**src/hw/lcd_pkg.sv**
```systemverilog
// Package: constants and carriers for the LCD column command decoder
package lcd_pkg;
   localparam logic [6:0] LCD_SLAVE_ADDR_BASE = 7'h3c;
   localparam logic [1:0] LCD_MUX_RST         = 2'h1;
   localparam logic [1:0] LCD_STATUS_RST      = 2'h0;
   localparam logic [5:0] LCD_COL_LAST        = 6'h27;
   localparam logic [3:0] LCD_BITS_PER_BYTE   = 4'h8;
   localparam int         LCD_OP_BIT          = 7;
   localparam int         LCD_CONT_BIT        = 7;

   typedef struct packed {
      logic [1:0] mux_ratio;
      logic [1:0] display_status;
      logic       system_mixed;
      logic [1:0] top_bank;
      logic [1:0] access_order;
   } lcd_cfg_s;

   typedef struct packed {
      logic       we;
      logic       re;
      logic [1:0] bank;
      logic [5:0] column;
      logic [7:0] wdata;
   } lcd_ram_s;
endpackage

```
**src/hw/lcd_cmd_dec.sv**
```systemverilog
// Module: I2C slave front end and command decoder of an LCD column driver
// Function
// - Drive-mode command low bits set multiplex ratio 1:8/16/24/32.
// - Drive-mode bits 3:2 set display status blank/normal/on/inverse.
// - Drive-mode bit 4 selects row-only or mixed-mode companion.
// - Bits 6:2 all ones: start-bank command, low bits pick top bank.
// - Bits 6:4 = 110: chip-select loads subaddress counter 0..15.
// - Bits 6:4 = 111: access mode, bits 3:2 pick increment order.
// - Access pattern 11 in bits 3:2 decodes as start-bank instead.
// - Access-mode low bits select RAM bank of first data byte.
// - Bit 6 clear loads column pointer; master sends 0..39 only.
// - One data bit transferred per serial clock pulse.
// - Data change while clock high is a bus control condition.
// - Bus is idle when both lines are high.
// - Data falling while clock high is a start condition.
// - Data rising while clock high is a stop condition.
// - Eight bits plus one acknowledge bit per byte, unlimited bytes.
// - Addressed receiver acknowledges address and command bytes, data bytes only while selected.
// - Acknowledger holds data low through the acknowledge clock high.
// - On read no-acknowledge device releases data line high.
// - Command bit 7 set means another command follows, else data.
// - Commands only in writes; reads return data after address ack.
// - Data moves only while subaddress counter equals subaddress pins.
// - After each written byte, or acknowledged read byte while selected, pointer advances; subaddress counter steps on wrap.
`timescale 1ns/1ps
`default_nettype none
module lcd_cmd_dec (
   input  wire logic             clk_i,
   input  wire logic             srst_i,
   input  wire logic             scl_i,
   input  wire logic             sda_i,
   output var  logic             sda_o,
   output var  logic             sda_oe_o,
   input  wire logic             slave_lsb_i,
   input  wire logic [3:0]       hw_subaddr_i,
   input  wire logic [7:0]       ram_rdata_i,
   output var  lcd_pkg::lcd_cfg_s cfg_o,
   output var  lcd_pkg::lcd_ram_s ram_o,
   output var  logic [3:0]       subaddr_cnt_o,
   output var  logic             bus_busy_o
);
   import lcd_pkg::*;

   typedef enum logic [5:0] {
      ST_IDLE = 6'h01,
      ST_ADDR = 6'h02,
      ST_CMD  = 6'h04,
      ST_WDAT = 6'h08,
      ST_RDAT = 6'h10,
      ST_SKIP = 6'h20
   } lcd_st_e;

   // Two-flop synchronisers; only the second stage feeds logic
   logic [1:0] scl_sync_r;
   logic [1:0] sda_sync_r;
   logic       scl_d_r;
   logic       sda_d_r;

   always_ff @(posedge clk_i) begin
      if (srst_i) begin
         scl_sync_r <= 2'h3;
         sda_sync_r <= 2'h3;
         scl_d_r    <= 1'b1;
         sda_d_r    <= 1'b1;
      end else begin
         scl_sync_r <= {scl_sync_r[0], scl_i};
         sda_sync_r <= {sda_sync_r[0], sda_i};
         scl_d_r    <= scl_sync_r[1];
         sda_d_r    <= sda_sync_r[1];
      end
   end

   logic scl_s;
   logic sda_s;
   logic scl_rise;
   logic scl_fall;
   logic start_det;
   logic stop_det;
   assign scl_s     = scl_sync_r[1];
   assign sda_s     = sda_sync_r[1];
   assign scl_rise  = scl_s & ~scl_d_r;
   assign scl_fall  = ~scl_s & scl_d_r;
   assign start_det = scl_s & scl_d_r & sda_d_r & ~sda_s;
   assign stop_det  = scl_s & scl_d_r & ~sda_d_r & sda_s;

   // Command classes
   function automatic logic is_bank(input logic [7:0] b);
      is_bank = (b[6:2] == 5'h1f);
   endfunction

   // Column pointer advance with wrap at the last column
   function automatic logic [5:0] col_inc(input logic [5:0] c);
      col_inc = (c >= LCD_COL_LAST) ? 6'h00 : c + 6'h01;
   endfunction

   lcd_st_e    st_r;
   logic [3:0] bit_cnt_r;
   logic [7:0] shift_r;
   logic       ack_ph_r;
   logic       ack_drive_r;
   logic       read_r;
   logic       cont_r;
   logic [7:0] tx_r;
   logic       sel_ok;
   logic [7:0] byte_in;

   assign byte_in = {shift_r[6:0], sda_s};
   assign sel_ok  = (subaddr_cnt_o == hw_subaddr_i);

   // Bus busy flag: idle only once stop seen with both lines high
   always_ff @(posedge clk_i) begin
      if (srst_i)
         bus_busy_o <= 1'b0;
      else if (start_det)
         bus_busy_o <= 1'b1;
      else if (stop_det || (st_r == ST_IDLE && scl_s && sda_s))
         bus_busy_o <= 1'b0;
   end

   // Bit and byte framing
   always_ff @(posedge clk_i) begin
      if (srst_i) begin
         bit_cnt_r <= 4'h0;
         shift_r   <= 8'h00;
         ack_ph_r  <= 1'b0;
      end else if (start_det || stop_det) begin
         bit_cnt_r <= 4'h0;
         ack_ph_r  <= 1'b0;
      end else if (scl_rise && !ack_ph_r) begin
         shift_r   <= byte_in;
         bit_cnt_r <= bit_cnt_r + 4'h1;
      end else if (scl_fall && bit_cnt_r == LCD_BITS_PER_BYTE) begin
         ack_ph_r  <= 1'b1;
         bit_cnt_r <= 4'h0;
      end else if (scl_fall && ack_ph_r) begin
         ack_ph_r  <= 1'b0;
      end
   end

   logic byte_done;
   logic ack_end;
   logic ack_rise;
   assign byte_done = scl_rise && !ack_ph_r && bit_cnt_r == 4'h7;
   assign ack_end   = scl_fall && ack_ph_r;
   assign ack_rise  = scl_rise && ack_ph_r;

   // Marks an acknowledge slot that follows a display byte; only those
   // slots move the pointers, never the address or command slots
   logic data_ack_r;
   always_ff @(posedge clk_i) begin
      if (srst_i)
         data_ack_r <= 1'b0;
      else if (start_det || stop_det || ack_end)
         data_ack_r <= 1'b0;
      else if (byte_done && (st_r == ST_WDAT || st_r == ST_RDAT))
         data_ack_r <= 1'b1;
   end

   // Protocol state and command decode
   always_ff @(posedge clk_i) begin
      if (srst_i) begin
         st_r          <= ST_IDLE;
         read_r        <= 1'b0;
         cont_r        <= 1'b1;
         ack_drive_r   <= 1'b0;
         cfg_o         <= '{mux_ratio: LCD_MUX_RST,
                            display_status: LCD_STATUS_RST,
                            system_mixed: 1'b0, top_bank: 2'h0,
                            access_order: 2'h0};
         subaddr_cnt_o <= 4'h0;
         ram_o         <= '0;
      end else begin
         ram_o.we <= 1'b0;
         ram_o.re <= 1'b0;
         if (stop_det) begin
            st_r        <= ST_IDLE;
            ack_drive_r <= 1'b0;
         end else if (start_det) begin
            st_r        <= ST_ADDR;
            ack_drive_r <= 1'b0;
         end else if (byte_done) begin
            case (st_r)
               ST_ADDR: begin
                  if (byte_in[7:1] == {LCD_SLAVE_ADDR_BASE[6:1],
                                       slave_lsb_i}) begin
                     ack_drive_r <= 1'b1;
                     read_r      <= byte_in[0];
                     st_r        <= byte_in[0] ? ST_RDAT : ST_CMD;
                  end else begin
                     st_r <= ST_SKIP;
                  end
               end
               ST_CMD: begin
                  ack_drive_r <= 1'b1;
                  cont_r      <= byte_in[LCD_CONT_BIT];
                  if (!byte_in[LCD_CONT_BIT])
                     st_r <= ST_WDAT;
                  if (!byte_in[6]) begin
                     ram_o.column <= byte_in[5:0];
                  end else if (byte_in[6:5] == 2'h2) begin
                     cfg_o.mux_ratio      <= byte_in[1:0];
                     cfg_o.display_status <= byte_in[3:2];
                     cfg_o.system_mixed   <= byte_in[4];
                  end else if (is_bank(byte_in)) begin
                     cfg_o.top_bank <= byte_in[1:0];
                  end else if (byte_in[6:4] == 3'h6) begin
                     subaddr_cnt_o <= byte_in[3:0];
                  end else begin
                     cfg_o.access_order <= byte_in[3:2];
                     ram_o.bank         <= byte_in[1:0];
                  end
               end
               ST_WDAT: begin
                  if (sel_ok) begin
                     ack_drive_r <= 1'b1;
                     ram_o.we    <= 1'b1;
                     ram_o.wdata <= byte_in;
                  end
               end
               default: ;
            endcase
         end else if (ack_end) begin
            ack_drive_r <= 1'b0;
            if ((st_r == ST_WDAT || st_r == ST_RDAT) && data_ack_r) begin
               if (st_r == ST_WDAT || sel_ok) begin
                  ram_o.column <= col_inc(ram_o.column);
                  if (ram_o.column >= LCD_COL_LAST)
                     subaddr_cnt_o <= subaddr_cnt_o + 4'h1;
               end
            end
         end else if (ack_rise && read_r && st_r == ST_RDAT && sda_s) begin
            st_r <= ST_SKIP;
         end
         if (st_r == ST_RDAT && sel_ok && scl_fall && ack_ph_r)
            ram_o.re <= 1'b1;
      end
   end

   // Transmit shift register for reads; loads at end of each ack slot while in ST_RDAT
   always_ff @(posedge clk_i) begin
      if (srst_i)
         tx_r <= 8'hff;
      else if (ack_end && st_r == ST_RDAT)
         tx_r <= sel_ok ? ram_rdata_i : 8'hff;
      else if (scl_fall && !ack_ph_r && bit_cnt_r != 4'h0)
         tx_r <= {tx_r[6:0], 1'b1};
   end

   // Pin driver: open drain, only ever pulls low
   always_ff @(posedge clk_i) begin
      if (srst_i) begin
         sda_o    <= 1'b0;
         sda_oe_o <= 1'b0;
      end else if (start_det || stop_det) begin
         sda_oe_o <= 1'b0;
      end else if (scl_fall || scl_rise) begin
         sda_o <= 1'b0;
         if (ack_ph_r && !(scl_fall))
            sda_oe_o <= ack_drive_r;
         else if (scl_fall && bit_cnt_r == LCD_BITS_PER_BYTE)
            sda_oe_o <= ack_drive_r;
         // The shift register moves on this same edge, so bit 6 is next
         else if (scl_fall && st_r == ST_RDAT && !ack_ph_r)
            sda_oe_o <= ~tx_r[6];
         else if (ack_end && st_r == ST_RDAT)
            sda_oe_o <= sel_ok & ~ram_rdata_i[7];
         else if (scl_fall)
            sda_oe_o <= 1'b0;
      end
   end

   // Assertions
   ack_low_a: assert property (@(posedge clk_i) disable iff (srst_i)
      (ack_ph_r && ack_drive_r && scl_s && !start_det)
         |-> sda_oe_o && !sda_o)
      else $error("ack not driven low");
   start_busy_a: assert property (@(posedge clk_i) disable iff (srst_i)
      start_det |=> bus_busy_o && st_r == ST_ADDR)
      else $error("start not taken");
   stop_idle_a: assert property (@(posedge clk_i) disable iff (srst_i)
      stop_det |=> st_r == ST_IDLE && !sda_oe_o)
      else $error("stop not taken");
   mode_load_a: assert property (@(posedge clk_i) disable iff (srst_i)
      (byte_done && st_r == ST_CMD && byte_in[6:5] == 2'h2 && !stop_det
       && !start_det) |=> cfg_o.mux_ratio == $past(byte_in[1:0])
         && cfg_o.display_status == $past(byte_in[3:2])
         && cfg_o.system_mixed == $past(byte_in[4]))
      else $error("mode not loaded");
   bank_load_a: assert property (@(posedge clk_i) disable iff (srst_i)
      (byte_done && st_r == ST_CMD && is_bank(byte_in) && !stop_det
       && !start_det) |=> cfg_o.top_bank == $past(byte_in[1:0]))
      else $error("bank not loaded");
   sub_load_a: assert property (@(posedge clk_i) disable iff (srst_i)
      (byte_done && st_r == ST_CMD && byte_in[6:4] == 3'h6 && !stop_det
       && !start_det) |=> subaddr_cnt_o == $past(byte_in[3:0]))
      else $error("subaddress not loaded");
   col_load_a: assert property (@(posedge clk_i) disable iff (srst_i)
      (byte_done && st_r == ST_CMD && !byte_in[6] && !stop_det
       && !start_det) |=> ram_o.column == $past(byte_in[5:0]))
      else $error("column not loaded");
   write_sel_a: assert property (@(posedge clk_i) disable iff (srst_i)
      ram_o.we |-> $past(sel_ok))
      else $error("write while deselected");
   cont_data_a: assert property (@(posedge clk_i) disable iff (srst_i)
      (byte_done && st_r == ST_CMD && !byte_in[7] && !stop_det
       && !start_det) |=> st_r == ST_WDAT)
      else $error("data phase missed");
   // Address and command slots must leave the column pointer alone
   ptr_hold_a: assert property (@(posedge clk_i) disable iff (srst_i)
      (ack_end && !data_ack_r && !start_det && !stop_det)
         |=> $stable(ram_o.column))
      else $error("pointer moved outside data");
   ptr_step_a: assert property (@(posedge clk_i) disable iff (srst_i)
      (ack_end && data_ack_r && st_r == ST_WDAT && !start_det
       && !stop_det) |=> ram_o.column == col_inc($past(ram_o.column)))
      else $error("pointer did not advance");
   skip_quiet_a: assert property (@(posedge clk_i) disable iff (srst_i)
      (st_r == ST_SKIP && scl_fall && !start_det) |=> !sda_oe_o)
      else $error("line driven after release");
   cmd_ack_a: assert property (@(posedge clk_i) disable iff (srst_i)
      (byte_done && st_r == ST_CMD && !start_det && !stop_det)
         |=> ack_drive_r)
      else $error("command not acknowledged");
   sel_ack_a: assert property (@(posedge clk_i) disable iff (srst_i)
      (byte_done && st_r == ST_WDAT && !sel_ok && !start_det
       && !stop_det) |=> !ack_drive_r && !ram_o.we)
      else $error("foreign data taken");
   access_load_a: assert property (@(posedge clk_i) disable iff (srst_i)
      (byte_done && st_r == ST_CMD && byte_in[6:4] == 3'h7
       && !is_bank(byte_in) && !stop_det && !start_det)
         |=> cfg_o.access_order == $past(byte_in[3:2])
         && ram_o.bank == $past(byte_in[1:0]))
      else $error("access mode not loaded");
   read_pulse_a: assert property (@(posedge clk_i) disable iff (srst_i)
      ram_o.re |=> !ram_o.re)
      else $error("read strobe too long");
   start_clr_a: assert property (@(posedge clk_i) disable iff (srst_i)
      start_det |=> !ack_drive_r)
      else $error("ack left armed at start");
endmodule
`default_nettype wire

```
**config.mk**
```make
export PLATFORM = sky130hd
export DESIGN_NAME = lcd_cmd_dec
export DESIGN_NICKNAME = d
export VERILOG_FILES = /design/src/hw/lcd_pkg.sv /design/src/hw/lcd_cmd_dec.sv
export SDC_FILE = /design/constraint.sdc
export NUM_CORES = 1
export LEC_CHECK = 0
export BUFFER_PORTS_ARGS = -buffer_cell sky130_fd_sc_hd__clkbuf_2
export CAP_MARGIN = 20
export CORE_MARGIN = 5
export CORE_UTILIZATION = 36
export DETAILED_ROUTE_END_ITERATION = 10
export HOLD_SLACK_MARGIN = 0.08
export PLACE_DENSITY_LB_ADDON = 0.25
export SLEW_MARGIN = 20
export SYNTH_ARGS = -nofsm -noshare
export SYNTH_HDL_FRONTEND = slang
export SYNTH_SLANG_ARGS = --single-unit
```
**constraint.sdc**
```tcl
create_clock -name clk_i -period 2.8 [get_ports clk_i]
set_input_delay 0.28 -clock clk_i [delete_from_list [all_inputs] [get_ports clk_i]]
set_output_delay 0.28 -clock clk_i [all_outputs]
set_load 0.03 [all_outputs]
```
==> results.py, run 1 <==
metrics = {
    "status": {
        "status": "completed",
    },
    "timing": {
        "worstMarginPinSlew_ns": 0.654,
        "finalSetupViolCount": 0,
        "holdWs_ns": 0.117,
        "fin_crit_ns": 2.47,
        "hold_viol": 0,
        "post-route-period-util_pct": 88.2,
        "slew_viol_final": 0,
        "rsz0062_at_grt": "no",
        "tns_ns": 0,
        "slew_headroom_pct": 56.0,
        "fmax_mhz": 405,
        "finClkSkew_ns": 0.00899,
    },
    "worst_setup_path": {
        "r2r_cells": 6,
        "cp_top_family": "simple AND/OR/NAND/NOR gates",
        "critical_path_class": "reg -> reg",
        "reg2reg_to": "ram_o[8]",
        "timing.critical_path.buf_inv": 0,
        "critPathLaunchType": "flop",
        "cpMaxStageDelayCell": "and2_1",
        "crit_cells": 6,
        "critPathRequiredTime_ns": 3.00,
        "cp_slowest_stage_delay_ns": 0.55,
        "crit_path_end_kind": "flop",
        "rrSetupSlack_ns": 0.33,
        "cp.arrival_ns": 2.67,
        "path_cells": "ha_1, and4bb_2, and2_1, a211oi_1, nor3_1, a311oi_1",
        "rr_startpoint": "scl_sync_r[1]",
        "crit_path_max_fanout": 19,
    },
    "synthesis": {
        "synth_area_mm2": 0.00329,
        "synth.distinct_cells": 57,
        "seq_area_frac_synth_pct": 40.8,
        "synth_xor_area_share_pct": 2.40,
        "synth-simple-area-share_pct": 23.4,
        "synthMuxAreaShare_pct": 6.73,
        "synth-seq-cells": 67,
        "synth_top_family_by_area": "simple AND/OR/NAND/NOR gates",
        "synthCells": 384,
        "syn_nets": 408,
        "synth_fa_ha_area_share_pct": 2.66,
        "synth_async_sr_flop_share_pct": 0,
        "yosys_warnings": 0,
        "syn_area_per_cell_um2": 8.57,
        "synth_edf_count": 0,
        "synth_compound_area_share_pct": 19.7,
        "synth_ff_type": "dfxtp_1",
    },
    "floorplanning": {
        "design.die.area_mm2": 0.0111,
        "die_w_um": 106,
        "num_io_pins": 51,
        "num_rows": 34,
        "die_h_um": 106,
        "fp.coreArea_mm2": 0.00881,
        "start_util_pct": 37.4,
    },
    "layout": {
        "finish.net_count": 457,
        "num_antenna_cells": 0,
        "syn_to_final_growth_pct": 18.1,
        "layout-drive-gt1-share_pct": 21.0,
    },
    "route": {
        "wirelength_um": 8710,
        "first_iter_violations": 187,
        "detailroute.via_count": 3044,
        "drc": 0,
        "ant_nets": 0,
        "drt_first_pass_iters": 4,
        "wl_per_cell_um": 15.9,
        "routed_via_density": 5.58,
    },
    "power_and_ir_drop": {
        "power.total_mw": 1.95,
        "powerDensity_mw_per_mm2": 503,
        "p_leak_nw": 1.60,
        "irDropWorstVdd_mv": 0.248,
    },
    "placed_design": {
        "place.detailed.hpwl_um": 6170,
        "port_buffers": 49,
        "routabilityCongestion": 0.859,
    },
    "global_route": {
        "grt_overflow": 0,
        "antenna_found_initial": 0,
        "first_global_vias": 2910,
        "grt_pass1_wl_um": 14400,
        "grt_max_degree": 45,
        "track_usage_pct": 15.7,
    },
    "worst_hold_path": {
        "worstHoldStart": "scl_i",
        "whs_endpoint": "scl_sync_r[0]",
        "hold_path_class": "in -> reg",
        "worstHoldPathCells": 2,
    },
    "job": {
        "drv_cap": 0,
    },
    "clock_network": {
        "cts.sinks": 67,
        "hold_buffers": 0,
        "cts_root_buffer": "clkbuf_8",
        "post-cts-setup-buffers": 0,
        "clk_pin_slew_worst_paths_ns": 0.08,
        "cts_buffers": 9,
        "cts_buffer_depth": 2,
        "cts-resized-gates": 0,
        "ctsHtreeMaxLevel": 3,
        "cts_tree": "built",
        "clock_latency_ns": 0.34,
    },
}
## routing by layer
metal	track usage [%]	vias up	wire length [um]
met5	0	-	0
li1	-	1501	-
met3	4.28	12	471
met4	5.46	0	156
met2	25.0	81	4050
met1	20.5	1450	4030
## layout by cell type, fill, tap and decap left out, types with 3 or more instances in the layout
cell | synthesis | layout
dfxtp_1 | 67 | 67
clkbuf_2 | 0 | 49
nor2_1 | 39 | 39
nand2_1 | 26 | 26
a21oi_1 | 25 | 25
nand3_1 | 24 | 24
mux2i_1 | 21 | 21
o21ai_0 | 14 | 14
inv_1 | 13 | 13
buf_4 | 1 | 12
clkbuf_8 | 0 | 9
xor2_1 | 8 | 8
nand4_1 | 8 | 8
ha_1 | 7 | 7
nor2b_1 | 6 | 6
nor3_1 | 6 | 6
o221ai_1 | 6 | 6
nor4_1 | 5 | 5
a211oi_1 | 5 | 5
and3_1 | 5 | 5
and2_1 | 4 | 4
nand2b_1 | 4 | 4
or2_2 | 4 | 4
a31oi_1 | 4 | 4
a22oi_1 | 4 | 4
a32o_1 | 4 | 4
nand3b_1 | 4 | 4
a32oi_1 | 4 | 4
o22ai_1 | 4 | 4
a211o_1 | 3 | 3
a21o_1 | 3 | 3
o31ai_1 | 3 | 3
## flip-flops by register name, summed over array words and instances, names as in the netlist
register / cells
cfg_o: 9
scl_sync_r: 2
ack_drive_r: 1
sda_d_r: 1
st_r: 6
read_r: 1
sda_sync_r: 2
ack_ph_r: 1
ram_o: 18
tx_r: 7
bit_cnt_r: 4
sda_oe_o: 1
bus_busy_o: 1
shift_r: 7
data_ack_r: 1
scl_d_r: 1
subaddr_cnt_o: 4
## area by class of cell
cell class	count	area, um2
repair buffers	61	335
clock buffers	10	128
clock inverters	6	88.8
flip-flops and latches	67	1340
fillers	901	4920
multi-input cells	281	1810
inverters	13	48.8
well taps	108	135
## metrics by stage
step,setup WS [ns],utilization [%],instance area [um2],instances
4_1_cts,0.367,44.1,3890,546
6_report,0.330,44.1,3890,546
3_5_place_dp,0.349,41.7,3670,530
3_3_place_gp,0.460,41.7,3670,530
2_1_floorplan,0.672,-,3290,384
5_1_grt,0.140,44.1,3890,546
## synthesized netlist by cell type, types with 2 or more instances
master / count / share of area, %
o22ai_1: 4 / 0.76
nor2_1: 39 / 4.5
or4_4: 2 / 0.68
a21o_1: 3 / 0.68
a32o_1: 4 / 1.2
a31o_2: 2 / 0.53
inv_1: 13 / 1.5
nor4_2: 2 / 0.76
xor2_1: 8 / 2.1
a32oi_1: 4 / 1.1
a41oi_1: 2 / 0.53
nor4_1: 5 / 0.95
nand3b_1: 4 / 0.91
a22oi_1: 4 / 0.91
and3_1: 5 / 0.95
nand4_1: 8 / 1.5
buf_1: 2 / 0.23
a31oi_1: 4 / 0.76
a211oi_1: 5 / 1.1
and2_1: 4 / 0.76
mux2i_1: 21 / 6.4
dfxtp_1: 67 / 41
clkbuf_1: 20 / 2.3
o21ai_0: 14 / 2.1
o31ai_1: 3 / 0.68
or2_2: 4 / 0.76
o41ai_1: 2 / 0.53
nor2b_1: 6 / 1.1
nand2_1: 26 / 3.0
o221ai_1: 6 / 1.6
nand2b_1: 4 / 0.76
nor3_1: 6 / 0.91
nand3_1: 24 / 3.7
ha_1: 7 / 2.7
a211o_1: 3 / 0.80
a21oi_1: 25 / 3.8
nor3b_1: 2 / 0.46
## where the power goes
group          leakage, nW  switching, mW  internal (mW)  total, mW
combinational        0.954         0.0609         0.0341     0.0950
clock                0.103          0.385          0.503      0.888
sequential           0.542        0.00962          0.961      0.970
total                 1.60          0.456           1.50       1.95
## cell families after synthesis
| logic type | after synthesis |
|---|---|
| DFF | 67 |
| AOI/OAI and AO/OA | 94 |
| adders and majority gates | 7 |
| other | 1 |
| buffers and inverters | 36 |
| xor gates and xnor gates | 9 |
| and+or+nand+nor | 148 |
| muxes | 22 |
## worst register-to-register path, cell delays in order (launching register included)
cell	delay, ns
dfxtp_1	0.38
ha_1	0.22
and4bb_2	0.28
and2_1	0.55
a211oi_1	0.19
nor3_1	0.54
a311oi_1	0.17
## how the worst max path moves through the flow
stage	from	end	slack, ns
floorplan	scl_sync_r[1]	tx_r[1]	0.67
global placement	scl_sync_r[1]	ram_o[8]	0.46
detailed placement	scl_sync_r[1]	ram_o[8]	0.35
CTS	scl_sync_r[1]	ram_o[8]	0.37
global route	scl_sync_r[1]	ram_o[8]	0.14
finish	scl_sync_r[1]	ram_o[8]	0.33
Note: power is estimated with default switching activity, not from simulation.
==> run 2: changes to the inputs <==
- CORE_ASPECT_RATIO: unset -> 1.1
==> run 2 against run 1 <==
Fmax is 0.48% higher. Cell area is 0.74% higher. Total power grew 1.2%. Via count up 0.66%. Die area about the same. Largest power group unchanged.
==> results.py, run 2 (synthesized netlist as in run 1, its figures left out) <==
metrics = {
    "floorplanning": {
        "design.die.area_mm2": 0.0112,
        "fp.coreArea_mm2": 0.00892,
        "num_io_pins": 51,
        "num_rows": 36,
        "die_w_um": 101,
        "die_h_um": 110,
        "start_util_pct": 36.9,
    },
    "layout": {
        "largest_reg_flops": 18,
        "layout_common_cells": "67 x dfxtp_1, 49 x clkbuf_2, 39 x nor2_1",
        "num-fill-cells": 885,
        "biggestRegsByFlops": "ram_o (18), cfg_o (9)",
        "finish.net_count": 459,
        "num_antenna_cells": 0,
        "layout-drive-gt1-share_pct": 21.6,
        "syn_to_final_growth_pct": 19.0,
        "layout_commonest_cell": "dfxtp_1",
        "largest-register": "ram_o",
    },
    "worst_setup_path": {
        "critPathLaunchType": "flop",
        "crit_path_end_kind": "flop",
        "crit_path_max_fanout": 20,
        "reg2reg_to": "ram_o[8]",
        "path_cells": "inv_1, ha_1, and4bb_2, and2_1, buf_4, a21o_1, nor3_1, a311oi_1",
        "r2r_cells": 8,
        "cp.arrival_ns": 2.66,
        "cpMaxStageDelayCell": "nor3_1",
        "critPathRequiredTime_ns": 3.01,
        "rr_startpoint": "scl_d_r",
        "critical_path_class": "reg -> reg",
        "cp_slowest_stage_delay_ns": 0.45,
        "rrSetupSlack_ns": 0.34,
    },
    "global_route": {
        "track_usage_pct": 15.8,
        "grt_pass1_wl_um": 14000,
        "grt_overflow": 0,
        "antenna_found_initial": 0,
        "first_global_vias": 2852,
        "grt_max_degree": 45,
    },
    "clock_network": {
        "hold_buffers": 0,
        "cts.sinks": 67,
        "clock_latency_ns": 0.35,
        "cts_root_buffer": "clkbuf_8",
        "clk_pin_slew_worst_paths_ns": 0.08,
        "post-cts-setup-buffers": 0,
        "cts_buffers": 9,
        "cts_tree": "built",
        "cts-resized-gates": 0,
        "cts_buffer_depth": 2,
        "ctsHtreeMaxLevel": 3,
    },
    "timing": {
        "rsz0062_at_grt": "no",
        "post-route-period-util_pct": 87.8,
        "finalSetupViolCount": 0,
        "worstMarginPinSlew_ns": 0.691,
        "finClkSkew_ns": 0.0100,
        "fin_crit_ns": 2.46,
        "slew_headroom_pct": 53.5,
        "tns_ns": 0,
        "setup_ws_ns": 0.342,
        "slew_viol_final": 0,
        "hold_viol": 0,
        "fmax_mhz": 407,
    },
    "placed_design": {
        "port_buffers": 49,
        "place.detailed.hpwl_um": 6090,
        "post-place-ws_ns": 0.361,
        "routabilityCongestion": 0.895,
    },
    "route": {
        "wirelength_um": 8480,
        "drc": 0,
        "ant_nets": 0,
        "drt_first_pass_iters": 5,
        "wl_per_cell_um": 15.3,
        "routed_via_density": 5.53,
        "detailroute.via_count": 3064,
        "first_iter_violations": 218,
    },
    "power_and_ir_drop": {
        "seq_power_share_pct": 49.0,
        "sw_frac_of_total_pct": 24.1,
        "irDropWorstVdd_mv": 0.234,
        "clock_power_share_pct": 46.2,
        "powerDensity_mw_per_mm2": 505,
        "p_leak_nw": 1.62,
        "combPwrFrac_pct": 4.8,
        "power.net_switching_mw": 0.476,
        "p_int_mw": 1.50,
    },
    "job": {
        "drv_cap": 0,
    },
    "worst_hold_path": {
        "whs_endpoint": "sda_sync_r[0]",
        "worstHoldStart": "sda_i",
        "hold_path_class": "in -> reg",
        "worstHoldPathCells": 2,
    },
    "status": {
        "status": "completed",
    },
}
-- run 2: changes by cell type in the layout (fill, tap and decap cells not counted) --
cell and change:
buf_4 +2, clkbuf_1 -1, clkinv_4 +1, clkinvlp_4 -1, inv_6 +1
-- run 2: how the worst max path moves through the flow --
stage / start / endpoint / slack, ns
6_report: scl_d_r / ram_o[8] / 0.34
5_1_grt: scl_sync_r[1] / ram_o[8] / 0.13
4_1_cts: scl_d_r / ram_o[8] / 0.37
3_5_place_dp: scl_d_r / ram_o[8] / 0.36
3_3_place_gp: scl_d_r / ram_o[8] / 0.41
2_1_floorplan: scl_sync_r[1] / tx_r[1] / 0.67
-- run 2: layer usage --
metal | vias to the layer above | GRT usage [%] | wire (um)
met4 | 0 | 5.60 | 155
met5 | - | 0 | 0
met2 | 112 | 25.4 | 3910
met1 | 1425 | 20.8 | 3790
met3 | 15 | 3.71 | 624
li1 | 1512 | - | -
-- run 2: stage by stage --
step	instance area [um2]	hold WS, ns	power [mW]	utilization, %	instances
floorplan	3290	0.384	1.05	-	384
global placement	3690	0.397	1.09	41.4	538
detailed placement	3690	0.397	1.09	41.4	538
CTS	3920	0.0945	2.00	43.9	554
global route	3920	0.103	2.06	43.9	554
finish	3920	0.110	1.98	43.9	554
-- run 2: critical path, delay by kind of cell, from the launching register on --
| family | cells | cell delay (ns) |
|---|---|---|
| buffers and inverters | 2 | 0.32 |
| AOI/OAI and AO/OA | 2 | 0.35 |
| and+or+nand+nor | 3 | 1.09 |
| DFF | 1 | 0.36 |
| adders and majority gates | 1 | 0.21 |
-- run 2: area by class of cell --
class | instances | area [um2] | share of cell area, %
Sequential cell | 67 | 1340 | 34.3
Timing Repair Buffer | 63 | 350 | 8.95
Inverter | 13 | 48.8 | 1.25
Multi-Input combinational cell | 281 | 1810 | 46.2
Tap cell | 114 | 143 | 3.64
Clock buffer | 9 | 124 | 3.16
Clock inverter | 7 | 98.8 | 2.52
-- run 2: power by group through the flow --
stage / clock network [mW] / registers (mW) / logic (mW)
2_1_floorplan: 0 / 0.990 / 0.0631
3_3_place_gp: 0 / 0.992 / 0.0939
3_5_place_dp: 0 / 0.992 / 0.0947
4_1_cts: 0.935 / 0.970 / 0.0951
5_1_grt: 0.981 / 0.972 / 0.104
6_report: 0.913 / 0.970 / 0.0948
==> run 3: changes to the inputs <==
- clock period: 2.8 -> 2.3 ns (I/O delays scaled with it)
==> run 3 against run 2 <==
Cell area up 3.1%. Clock power increased by 9.4%. Via count hardly changed. Flip-flop and latch count unchanged. Critical endpoint is now st_r[4]. Largest power group unchanged.
==> results.py, run 3 (synthesized netlist as in run 1, its figures left out) <==
metrics = {
    "status": {
        "status": "completed",
    },
    "worst_setup_path": {
        "crit_path_end_kind": "flop",
        "r2r_cells": 5,
        "reg2reg_to": "st_r[4]",
        "rr_startpoint": "st_r[5]",
        "rrSetupSlack_ns": 0.11,
        "critPathRequiredTime_ns": 2.57,
        "critPathLaunchType": "flop",
        "crit_path_max_fanout": 5,
        "cp.arrival_ns": 2.46,
        "critical_path_class": "reg -> reg",
    },
    "route": {
        "ant_nets": 0,
        "detailroute.via_count": 3061,
        "wl_per_cell_um": 15.2,
        "wirelength_um": 8640,
        "drt_first_pass_iters": 4,
        "drc": 0,
        "routed_via_density": 5.37,
        "first_iter_violations": 194,
    },
    "clock_network": {
        "ctsHtreeMaxLevel": 3,
        "clock_latency_ns": 0.35,
        "cts.sinks": 67,
        "clk_pin_slew_worst_paths_ns": 0.07,
        "cts_buffers": 9,
        "cts_root_buffer": "clkbuf_8",
        "cts_buffer_depth": 2,
        "cts_tree": "built",
    },
    "timing": {
        "finalSetupViolCount": 0,
        "holdWs_ns": 0.120,
        "slew_viol_final": 0,
        "post-route-period-util_pct": 95.3,
        "fmax_mhz": 456,
        "finClkSkew_ns": 0.00902,
        "fin_crit_ns": 2.19,
        "rsz0062_at_grt": "no",
        "hold_viol": 0,
        "tns_ns": 0,
        "worstMarginPinSlew_ns": 0.753,
        "slew_headroom_pct": 49.5,
        "setup_ws_ns": 0.109,
    },
    "worst_hold_path": {
        "hold_path_class": "in -> reg",
        "worstHoldPathCells": 3,
        "whs_endpoint": "tx_r[0]",
        "worstHoldStart": "ram_rdata_i[0]",
    },
    "power_and_ir_drop": {
        "sw_frac_of_total_pct": 24.2,
        "seq_power_share_pct": 51.1,
        "power.net_switching_mw": 0.557,
        "combPwrFrac_pct": 5.5,
        "irDropWorstVdd_mv": 0.291,
        "p_int_mw": 1.75,
        "clock_power_share_pct": 43.3,
        "power.total_mw": 2.30,
        "powerDensity_mw_per_mm2": 571,
        "p_leak_nw": 1.69,
    },
    "placed_design": {
        "port_buffers": 49,
        "dp.cells": 551,
        "placed_cell_area_mm2": 0.00379,
        "routabilityCongestion": 0.915,
        "place.detailed.hpwl_um": 6220,
        "post-place-ws_ns": 0.0657,
    },
    "layout": {
        "num-fill-cells": 921,
        "num_antenna_cells": 0,
        "layoutNonFillerInstCount": 570,
        "syn_to_final_growth_pct": 22.7,
        "layout_common_cells": "67 x dfxtp_1, 49 x clkbuf_2, 39 x nor2_1",
        "finish.net_count": 475,
        "biggestRegsByFlops": "ram_o (18), cfg_o (9)",
        "layout-drive-gt1-share_pct": 24.8,
        "largest-register": "ram_o",
        "largest_reg_flops": 18,
        "layout_commonest_cell": "dfxtp_1",
        "fin_util_pct": 45.3,
        "design_area_mm2": 0.00404,
    },
    "floorplanning": {
        "die_w_um": 101,
        "die_h_um": 110,
        "num_rows": 36,
        "fp.coreArea_mm2": 0.00892,
        "start_util_pct": 36.9,
        "design.die.area_mm2": 0.0112,
        "num_io_pins": 51,
    },
    "global_route": {
        "grt_max_degree": 45,
        "grt_overflow": 0,
        "track_usage_pct": 16.4,
        "antenna_found_initial": 0,
        "grt_pass1_wl_um": 14500,
        "first_global_vias": 3009,
    },
    "job": {
        "drv_cap": 0,
    },
}
-- run 3: changes by cell type in the layout (fill, tap and decap cells not counted), sizes merged --
cell         previous run  this run
buf                    14        28
bufinv                  2         1
clkbuf                 58        59
clkinv                  2         4
dlygate4sd3             0         2
inv                    15        13
-- run 3: area by class of cell --
cell class / count / area, um2 / area share [%]
Clock buffer: 10 / 138 / 3.41
Sequential cell: 67 / 1340 / 33.2
Timing Repair Buffer: 79 / 475 / 11.8
Inverter: 13 / 48.8 / 1.21
Tap cell: 114 / 143 / 3.53
Multi-Input combinational cell: 281 / 1830 / 45.2
Clock inverter: 6 / 65.1 / 1.61
-- run 3: how the worst max path moves through the flow --
stage	startpoint	endpoint	slack, ns
after CTS	st_r[2]	st_r[4]	0.05
after detailed placement	st_r[2]	st_r[4]	0.07
final	st_r[5]	st_r[4]	0.11
after floorplan	scl_sync_r[1]	tx_r[1]	0.17
after global placement	st_r[2]	st_r[4]	0.09
after global routing	st_r[5]	ram_o[13]	0.008
-- run 3: critical path, stage by stage (launching register included) --
cell and delay [ns]:
dfxtp_1 0.36, or4_4 0.53, or2_4 0.27, or4_4 0.52
a211o_1 0.33, a21oi_2 0.12
-- run 3: metal layers --
layer  GRT usage, %  vias to the layer above  wire, um
li1               -                     1546         -
met1           20.9                     1416      3950
met5              0                        -         0
met3           3.46                       13       460
met2           27.4                       86      4070
met4           5.79                        0       153
-- run 3: repair_timing --
item / in CTS / in global routing
buffers inserted: 0 / 1
endpoints found under the setup margin: 0 / 6
resized for setup: 0 / 4
hold endpoints to repair: 2 / 0
hold buffers: 2 / 0
-- run 3: power by group through the flow --
stage,logic [mW],registers (mW),clock network [mW]
2_1_floorplan,0.0769,1.21,0
3_5_place_dp,0.123,1.20,0
6_report,0.128,1.18,0.999
3_3_place_gp,0.122,1.20,0
5_1_grt,0.142,1.18,1.08
4_1_cts,0.126,1.18,1.03
